File: src/shst_pkg.sv
// package for the stop hold and saturation fault timer
// assumes a 50 MHz system clock
`default_nettype none
package shst_pkg;
   // ----------------------------------------
   // timing
   // ----------------------------------------
   localparam int CLK_FREQ_HZ = 50000000;
   localparam int TICK_MS = 1;
   localparam int TICK_CYCLES = (CLK_FREQ_HZ / 1000) * TICK_MS;
   localparam int HOLD_STEP_MS = 2;
   // ----------------------------------------
   // setting ranges and reset values
   // ----------------------------------------
   localparam logic [13:0] HOLD_MAX_MS = 14'h2710;
   localparam logic [13:0] HOLD_RESET_MS = 14'h0000;
   localparam logic [12:0] SAT_MAX_MS = 13'h1388;
   localparam logic [12:0] SAT_RESET_MS = 13'h0000;
   typedef enum {HOLD_IDLE, HOLD_RUN, HOLD_DONE} shst_hold_state_t;
   typedef struct packed {
      logic [13:0] holdMs;
      logic [12:0] satMs;
   } shst_cfg_t;
   typedef struct packed {
      logic brakeReleaseOutput;
      logic motorCurrentEnable;
      logic torqueSaturationAlarm;
   } shst_status_t;
endpackage
`default_nettype wire

File: src/shst_tick.sv
// millisecond tick generator
// assumes one clock, enable freezes the count
`default_nettype none
module shst_tick #(parameter int CYCLES = shst_pkg::TICK_CYCLES)
(
   input wire logic clk,
   input wire logic rst_b,
   input wire logic en,
   output logic tick
);
   logic [31:0] count;
   assign tick = en && (count == 32'(CYCLES - 1));
   always_ff @(posedge clk or negedge rst_b)
   begin
      if (!rst_b)
         count <= 32'h0;
      else if (en)
         count <= tick ? 32'h0 : count + 32'h1;
   end
endmodule // shst_tick
`default_nettype wire

File: src/shst_sync.sv
// two flip-flop synchroniser for a pin level
// assumes the pin is asynchronous to clk
`default_nettype none
module shst_sync
(
   input wire logic clk,
   input wire logic rst_b,
   input wire logic en,
   input wire logic pin,
   output logic level
);
   logic stage1;
   always_ff @(posedge clk or negedge rst_b)
   begin
      if (!rst_b)
      begin
         stage1 <= 1'b0;
         level <= 1'b0;
      end
      else if (en)
      begin
         stage1 <= pin;
         level <= stage1;
      end
   end
endmodule // shst_sync
`default_nettype wire

File: src/shst_timer.sv
// stop hold and torque saturation fault timer
// assumes settings come from registers on clk; stop alarm and torque limit are pins
// What this block does
// - on a stop alarm, drop brake release and keep motor current for the hold time
// - hold time setting spans 0 to 10000 ms, default 0
// - hold time counts in 2 ms steps, odd settings round up
// - raise saturation alarm once torque limiting lasts longer than detect time
// - detect time zero disables the saturation alarm
`default_nettype none
module shst_timer #(parameter int TICK_CYCLES = shst_pkg::TICK_CYCLES)
(
   input wire logic clk,
   input wire logic rst_b,
   input wire logic clkEn,
   input wire logic regWrite,
   input wire logic regRead,
   input wire logic [1:0] regAddr,
   input wire logic [15:0] regWdata,
   output logic [15:0] regRdata,
   input wire logic stopAlarmPin,
   input wire logic torqueLimitPin,
   input wire logic alarmClear,
   output shst_pkg::shst_status_t status
);
   // ----------------------------------------
   // settings, addr 0 hold ms, 1 detect ms, 2 status
   // ----------------------------------------
   shst_pkg::shst_cfg_t cfg;
   logic tick, stopAlarm, torqueLimit;
   logic [13:0] clampHold;
   logic [12:0] clampSat;
   assign clampHold = (regWdata[13:0] > shst_pkg::HOLD_MAX_MS) ? shst_pkg::HOLD_MAX_MS : regWdata[13:0];
   assign clampSat = (regWdata[12:0] > shst_pkg::SAT_MAX_MS) ? shst_pkg::SAT_MAX_MS : regWdata[12:0];
   always_ff @(posedge clk or negedge rst_b)
   begin
      if (!rst_b)
      begin
         cfg.holdMs <= shst_pkg::HOLD_RESET_MS;
         cfg.satMs <= shst_pkg::SAT_RESET_MS;
         regRdata <= 16'h0;
      end
      else if (clkEn)
      begin
         if (regWrite && regAddr == 2'h0)
            cfg.holdMs <= clampHold;
         if (regWrite && regAddr == 2'h1)
            cfg.satMs <= clampSat;
         regRdata <= !regRead ? 16'h0 : (regAddr == 2'h0) ? {2'h0, cfg.holdMs} :
            (regAddr == 2'h1) ? {3'h0, cfg.satMs} : (regAddr == 2'h2) ? {13'h0, status} : 16'h0;
      end
   end
   shst_tick #(.CYCLES(TICK_CYCLES)) tickGen (.clk(clk), .rst_b(rst_b), .en(clkEn), .tick(tick));
   shst_sync stopSync (.clk(clk), .rst_b(rst_b), .en(clkEn), .pin(stopAlarmPin), .level(stopAlarm));
   shst_sync limSync (.clk(clk), .rst_b(rst_b), .en(clkEn), .pin(torqueLimitPin), .level(torqueLimit));
   // ----------------------------------------
   // stop hold
   // ----------------------------------------
   // counts ms ticks up to the setting rounded up to even; one-tick phase uncertainty remains
   shst_pkg::shst_hold_state_t holdState;
   logic [13:0] holdCount, holdTarget;
   assign holdTarget = cfg.holdMs + {13'h0, cfg.holdMs[0]};
   always_ff @(posedge clk or negedge rst_b)
   begin
      if (!rst_b)
      begin
         holdState <= shst_pkg::HOLD_IDLE;
         holdCount <= 14'h0;
      end
      else if (clkEn)
      begin
         case (holdState)
            shst_pkg::HOLD_IDLE:
               if (stopAlarm)
               begin
                  holdCount <= 14'h0;
                  holdState <= (holdTarget == 14'h0) ? shst_pkg::HOLD_DONE : shst_pkg::HOLD_RUN;
               end
            shst_pkg::HOLD_RUN:
               if (tick)
               begin
                  holdCount <= holdCount + 14'h1;
                  if (holdCount + 14'h1 >= holdTarget)
                     holdState <= shst_pkg::HOLD_DONE;
               end
            shst_pkg::HOLD_DONE:
               if (!stopAlarm)
                  holdState <= shst_pkg::HOLD_IDLE;
            default:
               holdState <= shst_pkg::HOLD_IDLE;
         endcase
      end
   end
   assign status.brakeReleaseOutput = !stopAlarm && holdState == shst_pkg::HOLD_IDLE;
   assign status.motorCurrentEnable = holdState != shst_pkg::HOLD_DONE;
   // ----------------------------------------
   // torque saturation
   // ----------------------------------------
   // alarm latches until cleared; a fresh trip wins over a clear in the same cycle
   logic [12:0] satCount;
   logic satAlarm, satTrip;
   assign satTrip = torqueLimit && cfg.satMs != 13'h0 && tick && satCount >= cfg.satMs;
   always_ff @(posedge clk or negedge rst_b)
   begin
      if (!rst_b)
      begin
         satCount <= 13'h0;
         satAlarm <= 1'b0;
      end
      else if (clkEn)
      begin
         if (!torqueLimit || cfg.satMs == 13'h0)
            satCount <= 13'h0;
         else if (tick && satCount < cfg.satMs)
            satCount <= satCount + 13'h1;
         if (satTrip)
            satAlarm <= 1'b1;
         else if (alarmClear)
            satAlarm <= 1'b0;
      end
   end
   assign status.torqueSaturationAlarm = satAlarm;
   // ----------------------------------------
   // checks
   // ----------------------------------------
   sat_disabled_a: assert property (@(posedge clk) disable iff (!rst_b)
      (cfg.satMs == 13'h0 && !satAlarm) |=> !satAlarm) else $error("alarm with detect off");
   sat_clear_a: assert property (@(posedge clk) disable iff (!rst_b)
      (clkEn && !torqueLimit) |=> satCount == 13'h0) else $error("count not cleared");
   sat_trip_a: assert property (@(posedge clk) disable iff (!rst_b)
      $rose(satAlarm) |-> $past(torqueLimit) && $past(satCount) == cfg.satMs) else $error("early trip");
   hold_brake_a: assert property (@(posedge clk) disable iff (!rst_b)
      stopAlarm |-> !status.brakeReleaseOutput) else $error("brake not dropped");
   hold_even_a: assert property (@(posedge clk) disable iff (!rst_b)
      holdTarget[0] == 1'b0) else $error("odd hold target");
   hold_range_a: assert property (@(posedge clk) disable iff (!rst_b)
      cfg.holdMs <= shst_pkg::HOLD_MAX_MS) else $error("hold out of range");
   hold_end_a: assert property (@(posedge clk) disable iff (!rst_b)
      (holdState == shst_pkg::HOLD_RUN && clkEn && tick && holdCount + 14'h1 >= holdTarget)
      |=> !status.motorCurrentEnable)
      else $error("hold did not end");
   hold_keep_a: assert property (@(posedge clk) disable iff (!rst_b)
      (holdState == shst_pkg::HOLD_RUN) |-> status.motorCurrentEnable) else $error("current dropped early");
   hold_done_c: cover property (@(posedge clk) disable iff (!rst_b) $rose(holdState == shst_pkg::HOLD_DONE));
   sat_trip_c: cover property (@(posedge clk) disable iff (!rst_b) $rose(satAlarm));
   sat_reset_c: cover property (@(posedge clk) disable iff (!rst_b) satCount != 13'h0 ##1 satCount == 13'h0);
endmodule // shst_timer
`default_nettype wire

File: config.mk
export PLATFORM = sky130hd
export DESIGN_NAME = shst_timer
export DESIGN_NICKNAME = d
export VERILOG_FILES = /design/src/shst_pkg.sv /design/src/shst_tick.sv /design/src/shst_sync.sv /design/src/shst_timer.sv
export SDC_FILE = /design/constraint.sdc
export NUM_CORES = 1
export LEC_CHECK = 0
export BUFFER_PORTS_ARGS = -buffer_cell sky130_fd_sc_hd__buf_2
export CAP_MARGIN = 20
export CORE_ASPECT_RATIO = 1.1
export CORE_MARGIN = 4
export CORE_UTILIZATION = 55
export CTS_CLUSTER_DIAMETER = 120
export DETAILED_ROUTE_END_ITERATION = 10
export GPL_ROUTABILITY_DRIVEN = 0
export GPL_TIMING_DRIVEN = 0
export PLACE_DENSITY = 0.84
export SYNTH_ARGS = -nofsm -noshare
export SYNTH_HDL_FRONTEND = slang
export SYNTH_HIERARCHICAL = 1
export SYNTH_SLANG_ARGS = --single-unit
File: constraint.sdc
create_clock -name clk -period 3.15 [get_ports clk]
set_input_delay 0.4725 -clock clk [delete_from_list [all_inputs] [get_ports clk]]
set_output_delay 0.4725 -clock clk [all_outputs]
set_load 0.02 [all_outputs]
==> results_dict.tcl <==
set metrics [dict create \
    outcome "finished clean" \
    port_buffers 38 \
    final_core_util 0.632 \
    leakagePower_nw 3.16 \
    internal_power_mw 2.36 \
    synth-warning-count 6 \
    via_per_inst 6.32 \
    slew_headroom 0.394 \
    synth.distinct_cells 63 \
    die-area_um2 13100 \
    crit_top_cell "ha_1" \
    path_max_fanout 5 \
    firstDrtPassIters 6 \
    setup_slack_ns 0.225 \
    drive_gt1_frac 0.136 \
    setup_viol 0 \
    grt_max_degree 65 \
    dp.final_hpwl_mm 11.4 \
    syn2layout_area_growth_pct 11.7 \
    cpLargestDelayFamily "simple AND/OR/NAND/NOR gates" \
    path_buf_inv 0 \
    htreeDepth 3 \
    die_x_um 109 \
    fin_area_um2 6960 \
    cp.depth 10 \
    drc_errors 0 \
    finalHoldViolCount 0 \
    start_util 0.566 \
    p_switching_mw 1.11 \
    ir_worst_vdd_uv 365 \
    clk_path_buf_depth 2 \
    ys_seq_area_frac 0.430 \
    worstRegToRegCells 10 \
    max_stage_delay_ns 0.47 \
    grt_pass1_vias 5393 \
    crit_end "holdState[0]" \
    wirelength_mm 15.7 \
    cts-root-buf "clkbuf_16" \
    r2r_slack_ns 0.22 \
    worst-endpoint-arrival_ns 3.15 \
    dieHeight_um 120 \
    synth_edf_count 0 \
    worstPathCellList "ha_1, nand4_4, nor4_4, xnor2_1, ha_1, nand2_1, o211ai_1, nor2_1, a211oi_2, mux2_2" \
    grt.overflow.total 0 \
    pwr-share-seq 0.476 \
    core_um2 11000 \
    worstMarginPinSlew_ns 0.902 \
    synth-main-ff-cell "dfrtp_1" \
    fmax_mhz 342 \
    rr_endpoint "holdState[0]" \
    ys_ff_latch 107 \
    hold_buffers 0 \
    endpoint_kind "flop" \
    crit_start "cfg[13]" \
    core.rowCount 40 \
    final-max-slew-violation-count 0 \
    cts_sinks 107 \
    period_share 0.929 \
    power_mw 3.47 \
    combPwrFrac 0.206 \
    grt_use_total 0.251 \
    grt_setup_unrepaired "false" \
    avgSynthCellArea_um2 9.68 \
    mostFrequentLayoutCells "dfrtp_1, nand2_1, buf_2, xnor2_1, nor2_1" \
    ioPinCount 45 \
    drt_iter0_drc 387 \
    drt.antenna.violating_nets 0 \
    final_common_cell "dfrtp_1" \
    p_clk_frac 0.318 \
    cts_tree "yes" \
    syn_area_um2 6230 \
    fin_skew_ns 0.00925 \
    crit_type "flop to flop" \
    fillCellCount 872 \
    n_antenna_cell 0 \
    cp_slowest_cell "dfrtp_1" \
    num_vias 5352 \
    clk_latency_ns 0.35 \
    numCtsBuffers 9 \
    switching_share 0.320 \
    dpl-instance-area_um2 6640 \
    start_kind "flop" \
    nNetsFinal 751 \
    hold_class "input port to asynchronous set/reset pin" \
    clkTransAtPathRegs_ns 0.07 \
    synthArstFlopShare 1.00 \
    wire_per_inst_um 18.5 \
    r2r_start "cfg[13]" \
    powerDensity_nw_per_um2 498 \
    worstPathRequired_ns 3.38 \
    netlist_instances 644 \
    period_needed_ns 2.93 \
    grt_pass1_wl_mm 26.2 \
    cap_viol_max_count 0 \
    grt_antenna_before_repair 0 \
    dpl_worst_slack_ns -0.414 \
]
-- routing by layer --
layer / part of all wire / vias to the layer above / GRT usage
li1: - / 2475 / -
met5: 0 / - / 0
met3: 0.071 / 44 / 0.0463
met2: 0.49 / 220 / 0.399
met1: 0.41 / 2613 / 0.330
met4: 0.032 / 0 / 0.114
-- power by group through the flow --
stage / combinational, mW / sequential, mW / clock, mW
final: 0.713 / 1.65 / 1.10
after global routing: 0.791 / 1.66 / 1.17
after CTS: 0.711 / 1.64 / 1.12
after detailed placement: 0.698 / 1.67 / 0
after global placement: 0.661 / 1.66 / 0
after floorplan: 0.475 / 1.64 / 0
-- state kept, by name, indices dropped and copies added, names as in the netlist --
name / count
tickGen/count: 32
cfg: 27
holdCount: 14
regRdata: 14
satCount: 13
holdState: 2
limSync/level: 1
limSync/stage1: 1
satAlarm: 1
stopSync/level: 1
stopSync/stage1: 1
-- repair_timing --
action                     4_1_cts  5_1_grt
setup endpoints to repair       24        2
pin swaps                        1        2
buffers inserted                 1        0
resized for setup                2        5
-- cells by family (layout without fill, tap and decap cells) --
family                     count (synthesis)  in the layout  share of synthesized area
DFF                                      107            107                      0.430
buffers and inverters                     59            114                     0.0420
AOI/OAI and AO/OA                        138            138                      0.158
adders and majority gates                 30             30                     0.0602
muxes                                      8              8                     0.0139
xor gates and xnor gates                  58             58                     0.0827
and+or+nand+nor                          243            243                      0.212
other                                      1              2                   0.000602
-- metrics by stage --
step	hold slack, ns	cells	TNS (ns)
detailed placement	0.473	831	-6.78
floorplan	0.177	645	0
CTS	0.127	847	0
global placement	0.462	830	-2.51
finish	0.116	847	0
global route	0.150	847	0
-- cell usage after synthesis, types with 4 or more instances --
cell type  count  area share
dfrtp_1      107        0.43
nand2_1       62       0.037
xnor2_1       39       0.055
nor2_1        38       0.023
o21ai_0       33       0.027
ha_1          30       0.060
inv_1         28       0.017
nor3_1        25       0.020
nand4_1       23       0.023
nand3_1       22       0.018
a22o_1        19       0.027
xor2_1        18       0.025
a21oi_1       17       0.014
clkbuf_1      15      0.0090
nor4_1        14       0.014
a221o_1       11       0.018
buf_4          9       0.011
nand2b_1       8      0.0080
o31ai_1        8      0.0096
or4_1          8      0.0096
and3_1         7      0.0070
a2bb2oi_1      6      0.0084
nand3b_1       6      0.0072
a21o_1         5      0.0060
a31oi_1        5      0.0050
and2_1         5      0.0050
buf_2          5      0.0040
mux2_2         5      0.0090
and4_1         4      0.0056
o211ai_1       4      0.0048
or3_1          4      0.0040
-- layout make-up --
cell class | count | area, µm² | share of cell area
multi-input cells | 479 | 3320 | 0.477
flip-flops and latches | 107 | 2680 | 0.385
clock buffers | 11 | 243 | 0.0349
repair buffers | 41 | 233 | 0.0334
well taps | 147 | 184 | 0.0264
plain buffers | 28 | 145 | 0.0208
inverters | 29 | 109 | 0.0156
clock inverters | 5 | 46.3 | 0.00665
-- worst register-to-register path, cell delays in order, from the launching register on --
cell      delay [ns]
dfrtp_1         0.47
ha_1            0.33
nand4_4         0.16
nor4_4          0.38
xnor2_1         0.14
ha_1            0.32
nand2_1         0.05
o211ai_1        0.22
nor2_1          0.08
a211oi_2        0.29
mux2_2          0.37
-- worst min path at each step --
stage,from,to,slack (ns),depth (start not counted)
after floorplan,rst_b,cfg[0],0.18,0
after global placement,tickGen/count[31],tickGen/count[31],0.46,1
after detailed placement,tickGen/count[31],tickGen/count[31],0.47,1
after CTS,rst_b,satCount[9],0.13,1
after global routing,rst_b,satCount[9],0.15,1
final,rst_b,satCount[9],0.12,1
Power figures use the tool's default switching activity.
